--- src/design/pmr_defs.svh ---
// constants for the program memory map and remap block
`ifndef PMR_DEFS_SVH
`define PMR_DEFS_SVH

// ************************************************************
// register map
// ************************************************************
`define PMR_CFG_OFS 12'h000
`define PMR_STAT_OFS 12'h004
`define PMR_CFG_VIS_BIT 7
`define PMR_CFG_RST 8'h00

// ************************************************************
// memory geometry
// ************************************************************
`define PMR_SEC_BASE 16'hF000
`define PMR_PRI_TOP_16K 16'h3FFF
`define PMR_PRI_TOP_32K 16'h7FFF
`define PMR_PRI_ROW_BYTES 64
`define PMR_SEC_ROW_BYTES 32
`define PMR_SEC_SECTORS 64
`define PMR_ROWS_PER_SECTOR 2

// ************************************************************
// timing
// ************************************************************
`define PMR_MC_CLOCKS 12
`define PMR_RST_MC 2
`define PMR_ALE_DIV 6

`endif

--- src/design/pmr_pkg.sv ---
// types for the program memory map and remap block
`default_nettype none
package pmr_pkg;
    typedef enum logic [1:0] {
        PMR_MAP_NONE = 2'b00,
        PMR_MAP_1K = 2'b01,
        PMR_MAP_2K = 2'b10,
        PMR_MAP_4K = 2'b11
    } pmr_map_t;

    typedef enum logic [1:0] {
        PMR_ST_RESET = 2'b00,
        PMR_ST_RUN = 2'b01,
        PMR_ST_HOST = 2'b10
    } pmr_state_t;

    typedef struct packed {
        logic valid;
        logic code;
        logic [15:0] addr;
    } pmr_req_t;

    typedef struct packed {
        logic internal;
        logic primary;
        logic secondary;
        logic [15:0] addr;
    } pmr_dec_t;
endpackage
`default_nettype wire

--- src/design/pmr_sync.sv ---
// two-stage synchroniser for pin levels
`default_nettype none
module pmr_sync #(
    parameter int W = 1
) (
    input wire logic aclk,
    input wire logic aresetn,
    input wire logic [W-1:0] d,
    output logic [W-1:0] q
);
    logic [W-1:0] s1_r;

    always_ff @(posedge aclk) begin
        if (!aresetn) begin
            s1_r <= '0;
            q <= '0;
        end else begin
            s1_r <= d;
            q <= s1_r;
        end
    end
endmodule
`default_nettype wire

--- src/design/pmr_top.sv ---
// program space decoder with remap, reset/host entry and address strobe
`include "pmr_defs.svh"
`default_nettype none
module pmr_top #(
    parameter bit BIG_PRIMARY = 1'b1
) (
    input wire logic aclk,
    input wire logic aresetn,
    // pins
    input wire logic reset_pin,
    input wire logic external_fetch_strap_n,
    input wire logic program_store_strobe_n,
    input wire logic [1:0] remap_nv_bits,
    input wire logic [2:0] lock_level,
    // core side
    input wire pmr_pkg::pmr_req_t req,
    input wire logic xdata_access,
    output pmr_pkg::pmr_dec_t dec,
    output logic core_reset,
    output logic host_mode,
    output logic ale,
    // axi4-lite
    input wire logic [11:0] s_axi_awaddr,
    input wire logic s_axi_awvalid,
    output logic s_axi_awready,
    input wire logic [31:0] s_axi_wdata,
    input wire logic [3:0] s_axi_wstrb,
    input wire logic s_axi_wvalid,
    output logic s_axi_wready,
    output logic [1:0] s_axi_bresp,
    output logic s_axi_bvalid,
    input wire logic s_axi_bready,
    input wire logic [11:0] s_axi_araddr,
    input wire logic s_axi_arvalid,
    output logic s_axi_arready,
    output logic [31:0] s_axi_rdata,
    output logic [1:0] s_axi_rresp,
    output logic s_axi_rvalid,
    input wire logic s_axi_rready
);
    import pmr_pkg::*;

    localparam int RST_CLKS = `PMR_RST_MC * `PMR_MC_CLOCKS;
    localparam logic [15:0] PRI_TOP = BIG_PRIMARY ? `PMR_PRI_TOP_32K : `PMR_PRI_TOP_16K;
    // sector size in bytes, used here only to derive PRI_SECTORS
    localparam int PRI_SECTOR_BYTES = `PMR_ROWS_PER_SECTOR * `PMR_PRI_ROW_BYTES;
    localparam int PRI_SECTORS = (int'(PRI_TOP) + 1) / PRI_SECTOR_BYTES;
    localparam int SEC_SECTOR_BYTES = `PMR_ROWS_PER_SECTOR * `PMR_SEC_ROW_BYTES;

    // ************************************************************
    // pin synchronisers
    // ************************************************************
    logic rst_s, strap_n_s, pstrb_n_s, pstrb_s;

    pmr_sync #(.W(3)) u_sync (
        .aclk(aclk),
        .aresetn(aresetn),
        .d({reset_pin, external_fetch_strap_n, !program_store_strobe_n}),
        .q({rst_s, strap_n_s, pstrb_s})
    );
    assign pstrb_n_s = !pstrb_s; // inverted so the flops reset to idle, no false fall

    // ************************************************************
    // reset qualification and host entry
    // ************************************************************
    pmr_state_t state_r;
    logic [7:0] rst_cnt_r;
    logic pstrb_d_r;
    logic host_seen_r;
    logic strap_lat_r;
    logic [1:0] map_r;
    logic [7:0] cfg_hi_r;
    wire rst_long = rst_cnt_r >= 8'(RST_CLKS);

    always_ff @(posedge aclk) begin
        if (!aresetn) begin
            rst_cnt_r <= 8'h00;
        end else if (!rst_s) begin
            rst_cnt_r <= 8'h00;
        end else if (!rst_long) begin
            rst_cnt_r <= rst_cnt_r + 8'h01;
        end
    end

    always_ff @(posedge aclk) begin
        if (!aresetn) begin
            pstrb_d_r <= 1'b1;
        end else begin
            pstrb_d_r <= pstrb_n_s;
        end
    end

    always_ff @(posedge aclk) begin
        if (!aresetn) begin
            host_seen_r <= 1'b0;
        end else if (!rst_s) begin
            host_seen_r <= 1'b0;
        end else if (pstrb_d_r && !pstrb_n_s) begin
            host_seen_r <= 1'b1;
        end
    end

    always_ff @(posedge aclk) begin
        if (!aresetn) begin
            state_r <= PMR_ST_RESET;
        end else begin
            case (state_r)
                PMR_ST_RESET: begin
                    if (!rst_s && rst_long) begin
                        state_r <= host_seen_r ? PMR_ST_HOST : PMR_ST_RUN;
                    end
                end
                PMR_ST_RUN, PMR_ST_HOST: begin
                    if (rst_long) begin
                        state_r <= PMR_ST_RESET;
                    end
                end
                default: state_r <= PMR_ST_RESET;
            endcase
        end
    end

    // rst_long holds one cycle past pin release, so leaving reset sees it
    wire in_reset = state_r == PMR_ST_RESET;
    assign core_reset = in_reset;
    assign host_mode = state_r == PMR_ST_HOST;

    // strap captured while reset is held; released value used afterwards at lock levels other than 2, 3 and 4
    always_ff @(posedge aclk) begin
        if (!aresetn) begin
            strap_lat_r <= 1'b0;
        end else if (in_reset) begin
            strap_lat_r <= strap_n_s;
        end
    end

    // ************************************************************
    // internal/external execution select
    // ************************************************************
    logic internal_en;
    always_comb begin
        if (lock_level == 3'd4) begin
            internal_en = 1'b1;
        end else if (lock_level == 3'd2 || lock_level == 3'd3) begin
            internal_en = strap_n_s;
        end else begin
            internal_en = strap_lat_r;
        end
    end

    // ************************************************************
    // code space decode
    // ************************************************************
    pmr_map_t map;
    assign map = pmr_map_t'(map_r);
    logic [15:0] ov_mask;
    always_comb begin
        case (map)
            PMR_MAP_1K: ov_mask = 16'hFC00;
            PMR_MAP_2K: ov_mask = 16'hF800;
            PMR_MAP_4K: ov_mask = 16'hF000;
            default: ov_mask = 16'h0000;
        endcase
    end

    logic overlay_hit;
    logic [15:0] eff_addr;
    logic vis;
    assign vis = cfg_hi_r[`PMR_CFG_VIS_BIT];
    always_comb begin
        overlay_hit = req.code && map != PMR_MAP_NONE
            && (req.addr & ov_mask) == 16'h0000;
        // forcing top four bits lands the overlay in the secondary block
        eff_addr = overlay_hit ? (req.addr | 16'hF000) : req.addr;
    end

    pmr_dec_t dec_nxt;
    always_comb begin
        dec_nxt = '0;
        dec_nxt.addr = eff_addr;
        if (req.valid && !in_reset) begin
            if (req.code && internal_en) begin
                if (eff_addr >= `PMR_SEC_BASE) begin
                    dec_nxt.secondary = vis || overlay_hit;
                end else if (eff_addr <= PRI_TOP) begin
                    dec_nxt.primary = !overlay_hit;
                end
                dec_nxt.internal = dec_nxt.primary | dec_nxt.secondary;
            end
        end
    end

    always_ff @(posedge aclk) begin
        if (!aresetn) begin
            dec <= '0;
        end else begin
            dec <= dec_nxt;
        end
    end

    // ************************************************************
    // address latch strobe
    // ************************************************************
    logic [2:0] ale_cnt_r;
    logic ale_skip_r;
    always_ff @(posedge aclk) begin
        if (!aresetn || in_reset) begin
            ale_cnt_r <= 3'd0;
        end else if (ale_cnt_r == 3'(`PMR_ALE_DIV - 1)) begin
            ale_cnt_r <= 3'd0;
        end else begin
            ale_cnt_r <= ale_cnt_r + 3'd1;
        end
    end

    always_ff @(posedge aclk) begin
        if (!aresetn) begin
            ale_skip_r <= 1'b0;
        end else if (xdata_access && ale_cnt_r != 3'd0) begin
            ale_skip_r <= 1'b1;
        end else if (ale_cnt_r == 3'd0) begin
            ale_skip_r <= 1'b0;
        end
    end

    always_ff @(posedge aclk) begin
        if (!aresetn) begin
            ale <= 1'b0;
        end else begin
            ale <= !in_reset && ale_cnt_r == 3'd0 && !ale_skip_r && !xdata_access;
        end
    end

    // ************************************************************
    // register bus
    // ************************************************************
    logic aw_hold_r, w_hold_r;
    logic [11:0] aw_addr_r;
    logic [31:0] w_data_r;
    logic [3:0] w_strb_r;

    assign s_axi_awready = !aw_hold_r && !s_axi_bvalid;
    assign s_axi_wready = !w_hold_r && !s_axi_bvalid;
    assign s_axi_arready = !s_axi_rvalid;
    wire do_wr = aw_hold_r && w_hold_r;

    always_ff @(posedge aclk) begin
        if (!aresetn) begin
            aw_hold_r <= 1'b0;
            aw_addr_r <= 12'h000;
        end else if (s_axi_awvalid && s_axi_awready) begin
            aw_hold_r <= 1'b1;
            aw_addr_r <= s_axi_awaddr;
        end else if (do_wr) begin
            aw_hold_r <= 1'b0;
        end
    end

    always_ff @(posedge aclk) begin
        if (!aresetn) begin
            w_hold_r <= 1'b0;
            w_data_r <= 32'h0000_0000;
            w_strb_r <= 4'h0;
        end else if (s_axi_wvalid && s_axi_wready) begin
            w_hold_r <= 1'b1;
            w_data_r <= s_axi_wdata;
            w_strb_r <= s_axi_wstrb;
        end else if (do_wr) begin
            w_hold_r <= 1'b0;
        end
    end

    wire cfg_wr = do_wr && aw_addr_r == `PMR_CFG_OFS && w_strb_r[0];

    always_ff @(posedge aclk) begin
        if (!aresetn) begin
            s_axi_bvalid <= 1'b0;
            s_axi_bresp <= 2'b00;
        end else if (do_wr) begin
            s_axi_bvalid <= 1'b1;
            s_axi_bresp <= (aw_addr_r == `PMR_CFG_OFS || aw_addr_r == `PMR_STAT_OFS)
                ? 2'b00 : 2'b10;
        end else if (s_axi_bready) begin
            s_axi_bvalid <= 1'b0;
        end
    end

    // remap field reloads from the inverted nv bits on every cycle the device is in reset
    always_ff @(posedge aclk) begin
        if (!aresetn) begin
            map_r <= 2'b00;
        end else if (in_reset) begin
            map_r <= ~remap_nv_bits;
        end else if (cfg_wr) begin
            map_r <= w_data_r[1:0];
        end
    end

    always_ff @(posedge aclk) begin
        if (!aresetn || in_reset) begin
            cfg_hi_r <= `PMR_CFG_RST;
        end else if (cfg_wr) begin
            cfg_hi_r <= {w_data_r[7:2], 2'b00};
        end
    end

    always_ff @(posedge aclk) begin
        if (!aresetn) begin
            s_axi_rvalid <= 1'b0;
            s_axi_rdata <= 32'h0000_0000;
            s_axi_rresp <= 2'b00;
        end else if (s_axi_arvalid && s_axi_arready) begin
            s_axi_rvalid <= 1'b1;
            s_axi_rresp <= 2'b00;
            if (s_axi_araddr == `PMR_CFG_OFS) begin
                s_axi_rdata <= {24'h000000, cfg_hi_r[7:2], map_r};
            end else if (s_axi_araddr == `PMR_STAT_OFS) begin
                s_axi_rdata <= {27'h0000000, internal_en, host_mode, state_r, strap_lat_r};
            end else begin
                s_axi_rdata <= 32'h0000_0000;
                s_axi_rresp <= 2'b10;
            end
        end else if (s_axi_rready) begin
            s_axi_rvalid <= 1'b0;
        end
    end
endmodule
`default_nettype wire

--- config.mk ---
export PLATFORM = sky130hd
export DESIGN_NAME = pmr_top
export DESIGN_NICKNAME = d
export VERILOG_FILES = /design/src/design/pmr_pkg.sv /design/src/design/pmr_sync.sv /design/src/design/pmr_top.sv
export VERILOG_INCLUDE_DIRS = /design/src /design/src/design
export SDC_FILE = /design/constraint.sdc
export NUM_CORES = 1
export LEC_CHECK = 0
export BUFFER_PORTS_ARGS = -buffer_cell sky130_fd_sc_hd__buf_2
export CAP_MARGIN = 20
export CORE_ASPECT_RATIO = 0.8
export CORE_UTILIZATION = 45
export CTS_BUF_LIST = sky130_fd_sc_hd__clkbuf_8
export CTS_CLUSTER_DIAMETER = 30
export CTS_CLUSTER_SIZE = 24
export DETAILED_ROUTE_END_ITERATION = 6
export PLACE_DENSITY = 0.77
export SETUP_SLACK_MARGIN = 0.5
export SLEW_MARGIN = 20
export SYNTH_ARGS = -nofsm -noshare
export SYNTH_HDL_FRONTEND = slang
export SYNTH_SLANG_ARGS = --single-unit
--- constraint.sdc ---
create_clock -name aclk -period 3.05 [get_ports aclk]
set_input_delay 0 -clock aclk [delete_from_list [all_inputs] [get_ports aclk]]
set_output_delay 0 -clock aclk [all_outputs]
set_load 0.01 [all_outputs]
## Yosys cells after proc, flatten, opt, wreduce, memory -nomap -nowiden

Cells that the tools add are included.

- Add/subtract/negate cells: 2
- Order comparisons: 3
- Equal/unequal tests: 13
- Muxes and demuxes: 31
- Bitwise logic cells: 3
- Reductions and logical operators: 52

Operators by type and width:

| operator | count |
|---|---|
| 16-bit case mux with 3 select lines | 1 |
| 12-bit by 3-bit == test with 1-bit output (second input constant) | 2 |
| 12-bit zero test | 2 |
| 1-bit logical AND | 18 |
| 1-bit 2-to-1 mux | 18 |
| 16-bit AND | 1 |
| 16-bit greater-or-equal comparator (second input constant) | 1 |
| 16-bit by 15-bit less-or-equal comparator with 1-bit output (second input constant) | 1 |
| 16-bit zero test | 1 |
| 16-bit 2-to-1 mux | 1 |
| 2-bit 2-to-1 mux | 8 |
| 2-bit nonzero test | 7 |
| 1-bit zero test | 12 |
| 8-bit by 1-bit adder with 8-bit output (second input constant) | 1 |
| 8-bit by 5-bit greater-or-equal comparator with 1-bit output (second input constant) | 1 |
| 8-bit 2-to-1 mux | 1 |
| 2-bit == test (second input constant) | 3 |
| 3-bit by 2-bit == test with 1-bit output (second input constant) | 2 |
| 3-bit == test (second input constant) | 2 |
| 5-bit 2-to-1 mux | 1 |
| 2-bit by 1-bit == test with 1-bit output (second input constant) | 2 |
| 1-bit logical OR | 4 |
| 2-bit case mux with 2 select lines | 1 |
| 2-bit AND reduction | 2 |
| 10 further kinds | 11 |

- Register bits: 112
- Input bits: 94
- Output and inout bits: 63
- Word-level logic and storage cells: 130

## Logic depth before layout (Yosys ltp)

- Depth after elaboration: 12
- Mapped depth: 7
- Gate-level depth less buffers: 6

## Cells and area by module

Synthesis repeated with hierarchy kept, for this count alone.

- Cells, all modules: 371
- Area total of the unflattened synthesis: 3,483.3 sq um

By module, submodules not included:

| module | instances | cells an instance | area each (sq um) | sequential area each (sq um) |
|---|---|---|---|---|
| pmr_top | 1 | 359 | 3,325.7 | 1,601.5 |
| pmr_sync | 1 | 12 | 157.7 | 120.1 |

## Worst setup path after synthesis

No wires, ideal clock.

- Path kind: flip-flop to flip-flop
- Start: register state_r[0]
- End: register dec[17] (netlist bit)
- Library setup time: 0.078 ns
- Arrival: 1.677 ns
- Slack: 1.295 ns
- Cell stages (with the launch flop): 8
- Buffers on the path: 2
- Period minus slack after synthesis: 1.755 ns
- Cells stage by stage: dfxtp_1 > inv_1 > ha_1 > clkbuf_1 > nand2b_1 > clkbuf_1 > or3_1 > nor3_1

- Cells in the longest elaborated chain, start to end: 4

Ends and longest elaborated chain:

| item | RTL line | text |
|---|---|---|
| start: declaration | pmr_top.sv:66 | `pmr_state_t state_r;` |
| start signal: assignment | pmr_top.sv:110 | `state_r <= host_seen_r ? PMR_ST_HOST : PMR_ST_RUN;` |
| 2-bit zero test | pmr_top.sv:124 | `wire in_reset = state_r == PMR_ST_RESET;` |
| net core_reset | pmr_top.sv:19 | `output logic core_reset,` |
| 1-bit zero test | pmr_top.sv:181 | `if (req.valid && !in_reset) begin` |
| 1-bit logical AND | pmr_top.sv:181 |  |
| 3-bit AND reduction (no source line) | - |  |
| end signal: assignment | pmr_top.sv:197 | `dec <= dec_nxt;` |
| end: declaration | pmr_top.sv:18 | `output pmr_pkg::pmr_dec_t dec,` |

The timed path passes the listed nets, and every way through them passes these cells.
A chain may end at the register's enable or synchronous reset.

## Worst setup path after layout

- Start: register state_r[0]
- End: register dec[17] (netlist bit)

- Cells in the longest elaborated chain, start to end: 4

Ends and longest elaborated chain:

| item | RTL line |
|---|---|
| 2-bit zero test | pmr_top.sv:124 |
| 1-bit zero test | pmr_top.sv:181 |
| 1-bit logical AND | pmr_top.sv:181 |
| 3-bit AND reduction (no source line) | - |

Every way passes these cells.

==> impl_results.html <==
<table>
<tr><th>Metric</th><th>Value</th></tr>
<tr><th colspan="2">Global routing</th></tr>
<tr><td>Maximum number of pins on one net before global-route repair</td><td>40</td></tr>
<tr><td>Met1 capacity usage during global routing</td><td>22.1%</td></tr>
<tr><td>Global route total overflow</td><td>0</td></tr>
<tr><td>GR Util met3</td><td>5.57%</td></tr>
<tr><td>Number of global-route vias before repair</td><td>2,714</td></tr>
<tr><td>Routing usage on met2</td><td>37.3%</td></tr>
<tr><td>First-pass GRT wire length</td><td>12.5 mm</td></tr>
<tr><td>Global-route layer with the greatest usage</td><td>met2</td></tr>
<tr><td>Overall Global Routing Usage</td><td>20.2%</td></tr>
<tr><td>Number of antenna violations at the first check in global routing</td><td>0</td></tr>
<tr><th colspan="2">Power</th></tr>
<tr><td>Cell leakage power</td><td>0.00210 uW</td></tr>
<tr><td>Max IR drop VDD</td><td>0.303 mV</td></tr>
<tr><td>Power density of the placed cells</td><td>513 nW/um2</td></tr>
<tr><th colspan="2">Synthesis</th></tr>
<tr><td>Flip-flop and latch count after synthesis</td><td>86</td></tr>
<tr><td>Number of warnings printed during yosys synthesis</td><td>0</td></tr>
<tr><td>Avg Inst Size Synth</td><td>9.40 um2</td></tr>
<tr><td>Number of distinct library cells after synthesis</td><td>43</td></tr>
<tr><td>Seq/Total Area, Yosys</td><td>49.5%</td></tr>
<tr><td>Dominant register cell in the synthesized netlist</td><td>sky130_fd_sc_hd__dfxtp_1</td></tr>
<tr><td>Synthesized area</td><td>3480 um2</td></tr>
<tr><td>EDFF count, synth</td><td>0</td></tr>
<tr><td>Share of async-settable or async-resettable flops after synthesis</td><td>0%</td></tr>
<tr><td>Synth Instances</td><td>370</td></tr>
<tr><th colspan="2">Worst setup path</th></tr>
<tr><td>Element type at the critical path start</td><td>flop</td></tr>
<tr><td>Worst EP arrival</td><td>2.22 ns</td></tr>
<tr><td>Worst R2R Start</td><td>state_r[0]</td></tr>
<tr><td>Endpoint of the worst register-to-register path</td><td>dec[17]</td></tr>
<tr><td>Setup CP Type</td><td>reg2reg</td></tr>
<tr><td>Crit. End Element</td><td>flop</td></tr>
<tr><td>FF-to-FF setup slack</td><td>1.12 ns</td></tr>
<tr><td>Startpoint of the most critical setup path</td><td>state_r[0]</td></tr>
<tr><td>Data required time of the critical path</td><td>3.33 ns</td></tr>
<tr><td>Worst Reg-to-Reg Cells</td><td>5</td></tr>
<tr><td>Max FO, Critical Path</td><td>10</td></tr>
<tr><th colspan="2">Timing</th></tr>
<tr><td>Fin. max-slew vios</td><td>0</td></tr>
<tr><td>Final critical-path share of the clock period</td><td>63.4%</td></tr>
<tr><td>RSZ-0062 raised after global routing</td><td>false</td></tr>
<tr><td>Min Hold Slack</td><td>0.0284 ns</td></tr>
<tr><td>Final number of hold-violating endpoints</td><td>0</td></tr>
<tr><td>Final worst clock skew</td><td>0.0130 ns</td></tr>
<tr><td>Transition time at the pin with the least slew margin</td><td>0.600 ns</td></tr>
<tr><td>Max-slew headroom at the worst pin</td><td>60.0%</td></tr>
<tr><td>Final Setup Violations</td><td>0</td></tr>
<tr><td>Fin crit period</td><td>1.93 ns</td></tr>
<tr><td>Setup TNS</td><td>0 ns</td></tr>
<tr><td>Maximum frequency from static timing analysis</td><td>517 MHz</td></tr>
<tr><th colspan="2">Layout</th></tr>
<tr><td>Commonest cells after routing, fill and taps aside</td><td>sky130_fd_sc_hd__buf_2 (103), sky130_fd_sc_hd__dfxtp_1 (86), sky130_fd_sc_hd__nand2_1 (62)</td></tr>
<tr><td>Most common cell after layout, fill and taps aside</td><td>sky130_fd_sc_hd__buf_2</td></tr>
<tr><td>Fraction of final layout cells with drive strength greater than 1</td><td>24.6%</td></tr>
<tr><td>Number of diodes added for antenna fixing</td><td>0</td></tr>
<tr><td>Post-layout nets</td><td>619</td></tr>
<tr><td>Synthesis-to-finish area growth</td><td>34.7%</td></tr>
<tr><th colspan="2">Routing</th></tr>
<tr><td>First-pass iteration count of the detailed router</td><td>6</td></tr>
<tr><td>Post-detailed-routing wire length</td><td>7.96 mm</td></tr>
<tr><td>Initial DRC Count</td><td>85</td></tr>
<tr><td>Per-cell routed wire length</td><td>12.7 um</td></tr>
<tr><td>Routed via count divided by cell count</td><td>4.66</td></tr>
<tr><td>Final routed DRC violation total</td><td>0</td></tr>
<tr><td>Vias</td><td>2,911</td></tr>
<tr><td>Post-detailed-route count of antenna-violating nets</td><td>0</td></tr>
<tr><th colspan="2">Worst hold path</th></tr>
<tr><td>Worst Hold Endpoint</td><td>dec[16]</td></tr>
<tr><td>HP Start</td><td>req[17]</td></tr>
<tr><td>Number of instances on the worst hold path</td><td>4</td></tr>
<tr><td>Type of the tightest min-delay check</td><td>in2reg</td></tr>
<tr><th colspan="2">Clocking</th></tr>
<tr><td>Number of buffers on the longest clock path</td><td>2</td></tr>
<tr><td>Post_cts resized</td><td>0</td></tr>
<tr><td>Post-CTS setup buffer count</td><td>0</td></tr>
<tr><td>Clk Latency, worst-skew pair</td><td>0.35 ns</td></tr>
<tr><td>CTS H-tree depth</td><td>3</td></tr>
<tr><td>TritonCTS clock tree</td><td>done</td></tr>
<tr><td>Number of clock sinks</td><td>86</td></tr>
<tr><td>Clock slew at the register clock pins of the worst setup and hold paths</td><td>0.09 ns</td></tr>
<tr><td>Cell at the root of the clock tree</td><td>sky130_fd_sc_hd__clkbuf_8</td></tr>
<tr><td>Number of buffers inserted during clock tree synthesis</td><td>9</td></tr>
<tr><th colspan="2">Place</th></tr>
<tr><td>Port Buffer Count</td><td>103</td></tr>
<tr><td>Weighted congestion at the end of routability-driven global placement</td><td>0.790</td></tr>
<tr><td>HPWL reported at the end of detailed placement</td><td>5.42 mm</td></tr>
<tr><th colspan="2">Die</th></tr>
<tr><td>Core Rows</td><td>28</td></tr>
<tr><td>Initial core utilization</td><td>46.8%</td></tr>
<tr><td>Die X-Extent</td><td>100 um</td></tr>
<tr><td>Area of the placeable core</td><td>7430 um2</td></tr>
<tr><td>DIE AREA</td><td>8090 um2</td></tr>
<tr><td>Die Y</td><td>80.7 um</td></tr>
<tr><td>I/O Pins</td><td>157</td></tr>
<tr><th colspan="2">Job</th></tr>
<tr><td>Max-cap violations</td><td>0</td></tr>
<tr><th colspan="2">Outcome</th></tr>
<tr><td>Status</td><td>finished, final reports clean</td></tr>
</table>
-- repair_timing --
| action | CTS | global route |
|---|---|---|
| endpoints found under the setup margin | 0 | 0 |
| hold buffers | 47 | 0 |
| endpoints found under the hold margin | 48 | 0 |
-- worst max-delay path by stage --
stage,endpoint,depth (start not counted)
floorplan,dec[17],7
global placement,dec[17],5
detailed placement,dec[17],5
CTS,dec[17],5
global route,dec[17],5
finish,dec[17],5
-- registers in the layout, indices dropped and copies added (netlist names), 2 cells and up --
name	flops
aw_addr_r	12
u_sync.s1_r	3
rst_cnt_r	8
cfg_hi_r	6
u_sync.q	3
s_axi_rdata	8
w_data_r	8
dec	19
map	2
ale_cnt_r	3
state_r	2
-- Yosys cell counts, drive strengths merged (6+ instances only) --
master / instances / area, um2
a21boi: 27 / 203
and2: 25 / 156
buf: 27 / 206
clkbuf: 15 / 56.3
dfxtp: 86 / 1720
ha: 9 / 113
inv: 11 / 41.3
mux2i: 12 / 120
nand2: 62 / 233
nand2b: 7 / 43.8
nor2: 23 / 86.3
nor3: 6 / 30.0
nor4: 6 / 43.8
o21ai: 6 / 30.0
-- critical path, stage by stage, from the launching register on --
cell and delay (ns):
sky130_fd_sc_hd__dfxtp_1 0.37, sky130_fd_sc_hd__inv_1 0.08, sky130_fd_sc_hd__ha_1 0.35, sky130_fd_sc_hd__nand2b_1 0.39, sky130_fd_sc_hd__or3_1 0.49, sky130_fd_sc_hd__nor3_1 0.18
-- power by group --
part	switching, uW	leakage, uW	internal [uW]
clock	399	0.000123	565
sequential	22.7	0.000704	1160
combinational	123	0.00127	131
total	545	0.00210	1860
-- cells by family after synthesis --
| group | synth area share, % |
|---|---|
| and+or+nand+nor | 21.9 |
| muxes | 3.45 |
| DFF | 49.5 |
| xor gates and xnor gates | 0.755 |
| adders and majority gates | 3.24 |
| buffers and inverters | 8.74 |
| AOI/OAI and AO/OA | 12.3 |
| other | 0.108 |
-- area by class of cell --
| type | instances | area (um2) |
|---|---|---|
| clock buffer | 10 | 138 |
| clock inverter | 5 | 108 |
| fill | 615 | 2740 |
| inverter | 11 | 41.3 |
| multi-input combinational | 256 | 1550 |
| sequential | 86 | 1720 |
| tap | 105 | 131 |
| timing repair buffer | 152 | 1000 |
-- through the flow --
stage	std cells	cell area (um2)	utilization, %	total power, uW	setup WS (ns)
6_report	625	4690	63.1	2400	1.12
5_1_grt	625	4690	63.1	2500	0.971
4_1_cts	625	4690	63.1	2430	1.11
3_5_place_dp	563	3970	53.5	1420	1.13
3_3_place_gp	563	3970	53.5	1410	1.22
2_1_floorplan	395	3570	-	1350	1.30
-- routing by layer --
metal / vias up / part of all wire, % / wire (um)
li1: 1466 / - / -
met1: 1325 / 44 / 3510
met2: 106 / 48 / 3800
met3: 14 / 6.6 / 529
met4: 0 / 1.5 / 118
met5: - / 0 / 0
(Power assumes the default switching activity.)
